`src/hdl/poc_consts.vh`:
```
`ifndef POC_CONSTS_VH
`define POC_CONSTS_VH
// Parallel output width and top line positions
`define POC_LINES        25
`define POC_TOP_BIT      24
`define POC_SUB_BIT      23
// Output source selection
`define POC_SRC_FIXED_MIN 3'd3
`define POC_FMT_BIN      2'd0
`define POC_FMT_GRAY     2'd1
`define POC_FMT_BCD      2'd2
// Fixed test value reset and update interval in ms
`define POC_TEST_RESET   25'h000_0000
`define POC_UPD_MIN_MS   14'd1
`define POC_UPD_MAX_MS   14'd9999
`define POC_UPD_DEF_MS   14'd10
// Cycles per millisecond at 10 MHz (1 ms / 100 ns)
`define POC_CLK_PERIOD_NS 100
`define POC_MS_NS         1000000
`define POC_CYC_PER_MS    (`POC_MS_NS / `POC_CLK_PERIOD_NS)
// Factory restore hold time in ms
`define POC_FACT_HOLD_MS  1000
// Trigger configuration codes
`define POC_TRIG_LOW     2'd0
`define POC_TRIG_HIGH    2'd1
`define POC_TRIG_RISE    2'd2
`define POC_TRIG_FALL    2'd3
// Command codes
`define POC_CMD_SET      4'd1
`define POC_CMD_FREEZE   4'd2
`define POC_CMD_ZERO     4'd3
`define POC_CMD_SET_A    4'd4
`define POC_CMD_SET_B    4'd5
`define POC_CMD_LOCK_A   4'd6
`define POC_CMD_LOCK_B   4'd7
`define POC_CMD_MINMAX   4'd8
`define POC_CMD_FACTORY  4'd9
// Operating modes
`define POC_MODE_COUNTER 2'd1
`define POC_MODE_ENCODER 2'd2
`define POC_MODE_STSP    2'd3
`endif

```
`src/hdl/poc_trigger.v`:
```
`timescale 1ns/1ps
`include "poc_consts.vh"
module poc_trigger (
  // Clock and reset
  input  wire       clk,
  input  wire       reset,
  // Pin and configuration
  input  wire       pin_in,
  input  wire [1:0] trig_cfg,
  // Detected activity
  output wire       active,
  output wire       pulse
);
  reg s1_q;
  reg s2_q;
  reg prev_q;

  // ****************************************
  // Synchroniser and edge history
  // ****************************************
  // Two stages before anything looks at the pin
  always @(posedge clk) begin
    if (reset) begin
      s1_q   <= 1'b0;
      s2_q   <= 1'b0;
      prev_q <= 1'b0;
    end else begin
      s1_q   <= pin_in;
      s2_q   <= s1_q;
      prev_q <= s2_q;
    end
  end

  // Level triggers hold active, edges give one cycle
  assign active = (trig_cfg == `POC_TRIG_LOW)  ? ~s2_q :
                  (trig_cfg == `POC_TRIG_HIGH) ?  s2_q :
                  pulse;
  assign pulse  = (trig_cfg == `POC_TRIG_RISE) ? (s2_q & ~prev_q) :
                  (trig_cfg == `POC_TRIG_FALL) ? (~s2_q & prev_q) :
                  1'b0;
endmodule // poc_trigger

```
`src/hdl/poc_encode.v`:
```
`timescale 1ns/1ps
`include "poc_consts.vh"
module poc_encode (
  // Value and format
  input  wire [24:0] value,
  input  wire [1:0]  fmt,
  // Encoded word
  output reg  [24:0] coded
);
  integer i;
  reg [24:0] rem;
  reg [27:0] bcd;

  // ****************************************
  // Format conversion
  // ****************************************
  // BCD by shift-and-add; magnitude only, upper digits clip to 25 lines
  always @* begin
    rem = value;
    bcd = 28'h000_0000;
    coded = value;
    for (i = 24; i >= 0; i = i - 1) begin
      if (bcd[3:0]   > 4'd4) bcd[3:0]   = bcd[3:0]   + 4'd3;
      if (bcd[7:4]   > 4'd4) bcd[7:4]   = bcd[7:4]   + 4'd3;
      if (bcd[11:8]  > 4'd4) bcd[11:8]  = bcd[11:8]  + 4'd3;
      if (bcd[15:12] > 4'd4) bcd[15:12] = bcd[15:12] + 4'd3;
      if (bcd[19:16] > 4'd4) bcd[19:16] = bcd[19:16] + 4'd3;
      if (bcd[23:20] > 4'd4) bcd[23:20] = bcd[23:20] + 4'd3;
      bcd = {bcd[26:0], rem[i]};
    end
    case (fmt)
      `POC_FMT_GRAY: coded = value ^ {1'b0, value[24:1]};
      `POC_FMT_BCD:  coded = bcd[24:0];
      default:       coded = value;
    endcase
  end
endmodule // poc_encode

```
`src/hdl/poc_parallel_out.v`:
```
`timescale 1ns/1ps
`include "poc_consts.vh"
// Contract
// - Inversion drives logic 0 high, 1 low
// - Source above 2 outputs fixed test value
// - Test value signed 25 bit, default zero
// - Refresh interval 1 to 9999 ms, default 10
// - Role 0: top lines are data bits
// - Roles 1-3: error flag variants on top
// - Roles 4-6: data-stable, error flag variants
// - Roles 7-10: stable plus error or stable pairs
// - Trigger codes: low, high, rising, falling
// - Level commands hold; edge commands act once
// - Cmd 1 encoder: position into display offset
// - Cmd 1 counter: preset both channels
// - Cmd 1 start/stop: store offset nonvolatile
// - Cmd 2 freezes result and output
// - Cmd 3 encoder: position into zero shift
// - Cmds 4,5 preset channel A or B
// - Cmds 6,7 lock channel A or B
// - Cmd 8 clears min/max tracking
// - Cmd 9 factory restore after one second hold
// - Input two uses same codes as one
// - Input three fixed factory restore, rising
// - Source code picks binary, Gray or BCD
// - No inversion drives logic 1 high
module poc_parallel_out #(
  parameter FACT_HOLD_CYC = `POC_FACT_HOLD_MS * `POC_CYC_PER_MS,
  parameter MS_CYC        = `POC_CYC_PER_MS
) (
  // Clock and reset
  input  wire        clk,
  input  wire        reset,
  // Measurement and status
  input  wire [24:0] meas_result,
  input  wire        meas_error,
  input  wire [1:0]  op_mode,
  input  wire [31:0] encoder_position,
  input  wire [31:0] stsp_position,
  // Output configuration
  input  wire [2:0]  output_source_select,
  input  wire        output_polarity_invert,
  input  wire [3:0]  top_line_role_select,
  input  wire [13:0] update_interval_ms,
  // Test value write over serial access
  input  wire        test_value_we,
  input  wire [24:0] test_value_wdata,
  // Control inputs and configuration
  input  wire        ctrl_pin_one,
  input  wire        ctrl_pin_two,
  input  wire        ctrl_pin_three,
  input  wire [3:0]  ctrl_input_one_command,
  input  wire [1:0]  ctrl_input_one_trigger,
  input  wire [3:0]  ctrl_input_two_command,
  input  wire [1:0]  ctrl_input_two_trigger,
  // Parallel lines
  output reg  [24:0] parallel_lines,
  output reg         data_stable,
  output wire [24:0] test_value,
  // Command actions
  output reg         display_offset_load,
  output reg  [31:0] display_offset_param,
  output reg         encoder_zero_capture_cmd,
  output reg  [31:0] encoder_zero_shift_param,
  output wire        preset_a,
  output wire        preset_b,
  output wire        lock_a,
  output wire        lock_b,
  output wire        nv_offset_store,
  output wire        minmax_clear,
  output wire        freeze_active,
  output reg         factory_restore
);
  reg  [24:0] test_q;
  reg  [31:0] ms_cnt_q;
  reg  [13:0] int_cnt_q;
  reg  [24:0] frozen_q;
  reg  [31:0] fact_cnt_q;
  reg         p3_s1_q;
  reg         p3_s2_q;
  wire        act1;
  wire        act2;
  wire        act3;
  wire        pls3;
  wire [24:0] src_val;
  wire [24:0] coded;
  wire [13:0] interval;
  wire        tick;
  reg  [24:0] lines_d;

  // ****************************************
  // Command decode helper
  // ****************************************
  // True when either programmable input asserts the given command
  function cmd_hit;
    input [3:0] cmd;
    input [3:0] c1;
    input       a1;
    input [3:0] c2;
    input       a2;
    begin
      cmd_hit = (a1 && c1 == cmd) || (a2 && c2 == cmd);
    end
  endfunction

  // ****************************************
  // Control inputs
  // ****************************************
  poc_trigger u_trig_one (
    .clk      (clk),
    .reset    (reset),
    .pin_in   (ctrl_pin_one),
    .trig_cfg (ctrl_input_one_trigger),
    .active   (act1),
    .pulse    ()
  );
  // Second input shares the same code tables
  poc_trigger u_trig_two (
    .clk      (clk),
    .reset    (reset),
    .pin_in   (ctrl_pin_two),
    .trig_cfg (ctrl_input_two_trigger),
    .active   (act2),
    .pulse    ()
  );
  // Third input is hard wired to rising edge
  poc_trigger u_trig_three (
    .clk      (clk),
    .reset    (reset),
    .pin_in   (ctrl_pin_three),
    .trig_cfg (`POC_TRIG_RISE),
    .active   (act3),
    .pulse    (pls3)
  );

  // Command effects; caller pairs level/edge as configured
  assign freeze_active = cmd_hit(`POC_CMD_FREEZE, ctrl_input_one_command, act1,
                                 ctrl_input_two_command, act2);
  assign preset_a = (op_mode == `POC_MODE_COUNTER) &&
                    (cmd_hit(`POC_CMD_SET, ctrl_input_one_command, act1,
                             ctrl_input_two_command, act2) ||
                     cmd_hit(`POC_CMD_SET_A, ctrl_input_one_command, act1,
                             ctrl_input_two_command, act2));
  assign preset_b = (op_mode == `POC_MODE_COUNTER) &&
                    (cmd_hit(`POC_CMD_SET, ctrl_input_one_command, act1,
                             ctrl_input_two_command, act2) ||
                     cmd_hit(`POC_CMD_SET_B, ctrl_input_one_command, act1,
                             ctrl_input_two_command, act2));
  assign lock_a = (op_mode == `POC_MODE_COUNTER) &&
                  cmd_hit(`POC_CMD_LOCK_A, ctrl_input_one_command, act1,
                          ctrl_input_two_command, act2);
  assign lock_b = (op_mode == `POC_MODE_COUNTER) &&
                  cmd_hit(`POC_CMD_LOCK_B, ctrl_input_one_command, act1,
                          ctrl_input_two_command, act2);
  assign nv_offset_store = (op_mode == `POC_MODE_STSP) &&
                           cmd_hit(`POC_CMD_SET, ctrl_input_one_command, act1,
                                   ctrl_input_two_command, act2);
  assign minmax_clear = cmd_hit(`POC_CMD_MINMAX, ctrl_input_one_command, act1,
                                ctrl_input_two_command, act2);

  // ****************************************
  // Encoder offset captures
  // ****************************************
  // Position arrives already bit-suppressed and zero-shifted
  always @(posedge clk) begin
    if (reset) begin
      display_offset_load      <= 1'b0;
      display_offset_param     <= 32'h0000_0000;
      encoder_zero_capture_cmd <= 1'b0;
      encoder_zero_shift_param <= 32'h0000_0000;
    end else begin
      display_offset_load      <= 1'b0;
      encoder_zero_capture_cmd <= 1'b0;
      if (op_mode == `POC_MODE_ENCODER &&
          cmd_hit(`POC_CMD_SET, ctrl_input_one_command, act1,
                  ctrl_input_two_command, act2)) begin
        display_offset_load  <= 1'b1;
        display_offset_param <= encoder_position;
      end
      if (op_mode == `POC_MODE_ENCODER &&
          cmd_hit(`POC_CMD_ZERO, ctrl_input_one_command, act1,
                  ctrl_input_two_command, act2)) begin
        encoder_zero_capture_cmd <= 1'b1;
        encoder_zero_shift_param <= encoder_position;
      end
    end
  end

  // ****************************************
  // Factory restore hold timer
  // ****************************************
  // Programmable inputs need a held level; input three arms on its edge
  // and must then stay high, so a bounce restarts the wait
  always @(posedge clk) begin
    if (reset) begin
      fact_cnt_q      <= 32'h0000_0000;
      factory_restore <= 1'b0;
    end else begin
      factory_restore <= 1'b0;
      if (cmd_hit(`POC_CMD_FACTORY, ctrl_input_one_command, act1,
                  ctrl_input_two_command, act2) ||
          pls3 || (fact_cnt_q != 32'h0000_0000 && p3_s2_q)) begin
        if (fact_cnt_q == FACT_HOLD_CYC - 1) begin
          factory_restore <= 1'b1;
          fact_cnt_q      <= fact_cnt_q;
        end else begin
          fact_cnt_q <= fact_cnt_q + 32'h0000_0001;
        end
      end else begin
        fact_cnt_q <= 32'h0000_0000;
      end
    end
  end

  // Third input held level through its own two stages
  // Kept local so no logic reaches into the trigger instance
  always @(posedge clk) begin
    if (reset) begin
      p3_s1_q <= 1'b0;
      p3_s2_q <= 1'b0;
    end else begin
      p3_s1_q <= ctrl_pin_three;
      p3_s2_q <= p3_s1_q;
    end
  end

  // ****************************************
  // Fixed test value
  // ****************************************
  always @(posedge clk) begin
    if (reset) begin
      test_q <= `POC_TEST_RESET;
    end else if (test_value_we) begin
      test_q <= test_value_wdata;
    end
  end
  assign test_value = test_q;

  // ****************************************
  // Refresh timer
  // ****************************************
  // Out-of-range intervals clamp rather than stall the output
  assign interval = (update_interval_ms < `POC_UPD_MIN_MS) ? `POC_UPD_MIN_MS :
                    (update_interval_ms > `POC_UPD_MAX_MS) ? `POC_UPD_MAX_MS :
                    update_interval_ms;
  assign tick = (ms_cnt_q == MS_CYC - 1) && (int_cnt_q == interval - 14'd1);
  always @(posedge clk) begin
    if (reset) begin
      ms_cnt_q  <= 32'h0000_0000;
      int_cnt_q <= 14'h0000;
    end else if (ms_cnt_q == MS_CYC - 1) begin
      ms_cnt_q  <= 32'h0000_0000;
      int_cnt_q <= (int_cnt_q >= interval - 14'd1) ? 14'h0000 :
                   int_cnt_q + 14'd1;
    end else begin
      ms_cnt_q <= ms_cnt_q + 32'h0000_0001;
    end
  end

  // ****************************************
  // Source, format and freeze
  // ****************************************
  always @(posedge clk) begin
    if (reset) begin
      frozen_q <= 25'h000_0000;
    end else if (!freeze_active) begin
      frozen_q <= meas_result;
    end
  end
  assign src_val = (output_source_select >= `POC_SRC_FIXED_MIN) ? test_q :
                   frozen_q;

  poc_encode u_encode (
    .value (src_val),
    .fmt   ((output_source_select >= `POC_SRC_FIXED_MIN) ?
            output_source_select[1:0] - 2'd3 + 2'd0 :
            output_source_select[1:0]),
    .coded (coded)
  );

  // ****************************************
  // Top line roles and polarity
  // ****************************************
  // Flags take the stable state about to be shown
  always @* begin
    lines_d = coded ^ {25{output_polarity_invert}};
    case (top_line_role_select)
      4'd1: lines_d[24] = meas_error;
      4'd2: lines_d[24] = ~meas_error;
      4'd3: lines_d[24:23] = {meas_error, ~meas_error};
      4'd4: lines_d[24] = 1'b1;
      4'd5: lines_d[24] = 1'b0;
      4'd6: lines_d[24:23] = {1'b1, meas_error};
      4'd7: lines_d[24:23] = {1'b1, ~meas_error};
      4'd8: lines_d[24:23] = {1'b0, meas_error};
      4'd9: lines_d[24:23] = {1'b0, ~meas_error};
      4'd10: lines_d[24:23] = {1'b1, 1'b0};
      default: lines_d = lines_d;
    endcase
  end

  // ****************************************
  // Output register
  // ****************************************
  // Stable drops one cycle at each refresh so the reader sees the change
  always @(posedge clk) begin
    if (reset) begin
      parallel_lines <= 25'h000_0000 ^ {25{1'b0}};
      data_stable    <= 1'b0;
    end else if (tick && !freeze_active) begin
      parallel_lines <= lines_d;
      data_stable    <= 1'b0;
    end else begin
      parallel_lines <= parallel_lines;
      data_stable    <= 1'b1;
    end
  end
endmodule // poc_parallel_out

```
`config.mk`:
```
export PLATFORM = sky130hd
export DESIGN_NAME = poc_parallel_out
export DESIGN_NICKNAME = d
export VERILOG_FILES = /design/src/hdl/poc_trigger.v /design/src/hdl/poc_encode.v /design/src/hdl/poc_parallel_out.v
export VERILOG_INCLUDE_DIRS = /design/src /design/src/hdl
export SDC_FILE = /design/constraint.sdc
export NUM_CORES = 1
export LEC_CHECK = 0
export BUFFER_PORTS_ARGS = -buffer_cell sky130_fd_sc_hd__buf_4
export CORE_MARGIN = 3
export CORE_UTILIZATION = 50
export DETAILED_ROUTE_END_ITERATION = 10
export MAX_ROUTING_LAYER = met4
export PLACE_DENSITY = 0.73
export SYNTH_ARGS = -nofsm -noshare
export SYNTH_HDL_FRONTEND = slang
export SYNTH_HIERARCHICAL = 1
export SYNTH_SLANG_ARGS = --single-unit
```
`constraint.sdc`:
```
create_clock -name clk -period 16.1 [get_ports clk]
set_input_delay 1.61 -clock clk [delete_from_list [all_inputs] [get_ports clk]]
set_output_delay 1.61 -clock clk [all_outputs]
set_load 0.01 [all_outputs]
```
==> impl_metrics.ini <==
[run_status]
outcome = finished, final reports clean

[worst_setup_path]
crit_required_ns = 16.55
cpPeakStageDelay_ns = 0.56
crit_type = in -> reg
start_kind = input pin
slowest_stage = or4_4
worstSetupEndpointType = flop
cp_max_fo = 6
cp_data_arrival_time_ns = 16.05
cp_common_cell = buf_4

[clock_tree]
clkTransAtPathRegs_ns = 0.06
cts_root_buf = clkbuf_16
insertion_delay_ns = 0.55
clock_path_buffers = 3
htree_levels = 1
numCtsBuffers = 25
cts_tree = done
numClockSinks = 232

[sta]
rsz0062_at_grt = true
fmax_mhz = 64.1
slew_viol_final = 0
hold_viol = 0
finalSetupViolCount = 0
finClkSkew_ns = 0.0298
fin_crit_sh_pct = 96.9
worst_slew_pin_slew_ns = 1.17
slew_headroom_pct = 21.4
post-route-min-period_ns = 15.60

[floorplan]
io_pins = 282
die_x_um = 229
rows = 81
start_util_pct = 50.7
fp.dieH_um = 229
dieArea_um2 = 52500
core_um2 = 49100

[detailed_routing]
viasPerCell = 6.12
finalWirelength_um = 78900
drt_iter0_drc = 2653
wl_met3_um = 4160
wl_met2_um = 37500
drc = 0
wl_per_cell_um = 17.3
drt-pass1-iter-count = 6
drtAntennaViolNets = 0
wl_met1_um = 35400
num_vias = 27900
dr.max_layer_used = met4

[place]
port_buffers = 249
place_area_um2 = 30200
dpl.hpwl_um = 59200
globalplace.congestion = 0.961

[global_routing]
grt_antenna_before_repair = 0
grt_pass1_vias = 25200
grt_first_pass_wirelength_um = 127000
grt.overflow.total = 0
grt_util_all_layers_pct = 28.6
grt_max_degree = 96

[cells_and_area]
nets = 4123
finalInstanceArea_um2 = 31800
layout-drive-gt1-share_pct = 28.0
area_delta_synth_final_pct = 27.9
fillerInstances = 4339
num_antenna_cells = 0

[hold_path]
hold_path_class = reg -> reg

[synthesis]
syn_area_um2 = 24900
syn_inst = 3326
yosysWarnings = 6
syn_area_per_cell_um2 = 7.48

[run]
maxCapViolCount = 0
final cells by class:
| type | instances | area [um^2] | share of cell area, % |
|---|---|---|---|
| Clock buffer | 39 | 748 | 2.35 |
| Clock inverter | 4 | 66.3 | 0.208 |
| Inverter | 97 | 364 | 1.14 |
| Multi-Input combinational cell | 2783 | 19600 | 61.6 |
| Sequential cell | 232 | 4640 | 14.6 |
| Tap cell | 664 | 831 | 2.61 |
| Timing Repair Buffer | 736 | 5570 | 17.5 |
placed cells by master, fill, tap and decap left out, types with 75 or more instances in the layout:
master   instances
nand3_1        126
o21ai_0        134
inv_1           92
nand2_1        269
dfxtp_1        232
buf_4          732
a21oi_1        193
mux2i_1        136
nor2_1         346
xnor2_1         89
ha_1            75
nor3_1          95
repair_timing:
action | CTS | global route
endpoints found under the setup margin | 0 | 24
buffers inserted | 0 | 14
resized for setup | 0 | 149
hold buffers | 0 | 0
sequential cells by signal, summed over array words and instances, names as in the netlist, 14 cells and up:
signal and flops:
encoder_zero_shift_param 32, fact_cnt_q 32, ms_cnt_q 32, int_cnt_q 14, parallel_lines 25, test_value 25, frozen_q 25, display_offset_param 32
critical path, delay by kind of cell:
kind                     cells  cell delay, ns
AO/OA/AOI/OAI               24            4.09
AND/OR/NAND/NOR             12            3.24
buffers and inverters       15            2.06
adder cells (fa/ha/maj)      9            2.06
multiplexers                 5            1.86
XOR/XNOR                     6            1.11
through the flow:
step	utilization (%)	hold WS, ns	TNS, ns	setup WS, ns	cells
2_1_floorplan	-	0.414	0	0.0312	3327
3_3_place_gp	61.5	0.417	-0.303	-0.110	4498
4_1_cts	63.2	0.445	0	0.149	4541
6_report	64.9	0.440	0	0.498	4555
3_5_place_dp	61.5	0.431	-2.16	-0.330	4498
5_1_grt	64.9	0.466	-2.61	-0.172	4555
per-layer routing:
metal	GRT usage, %	vias to the layer above
met5	-	-
met3	2.34	120
met2	47.2	855
met1	38.5	13200
li1	-	13700
met4	6.02	0
final timing paths:
kind | cells past startpoint | from | slack, ns | to
max | 71 | output_source_select[1] | 0.50 | parallel_lines[6]
min | 1 | u_trig_one/s1_q | 0.44 | u_trig_one/s2_q
max reg2reg | 69 | test_value[22] | 1.97 | parallel_lines[6]
min reg2reg | 1 | u_trig_one/s1_q | 0.44 | u_trig_one/s2_q
Power is left out: the tool's default activity adds up to more than one toggle a clock period on the data nets, which glitch-free logic cannot reach.
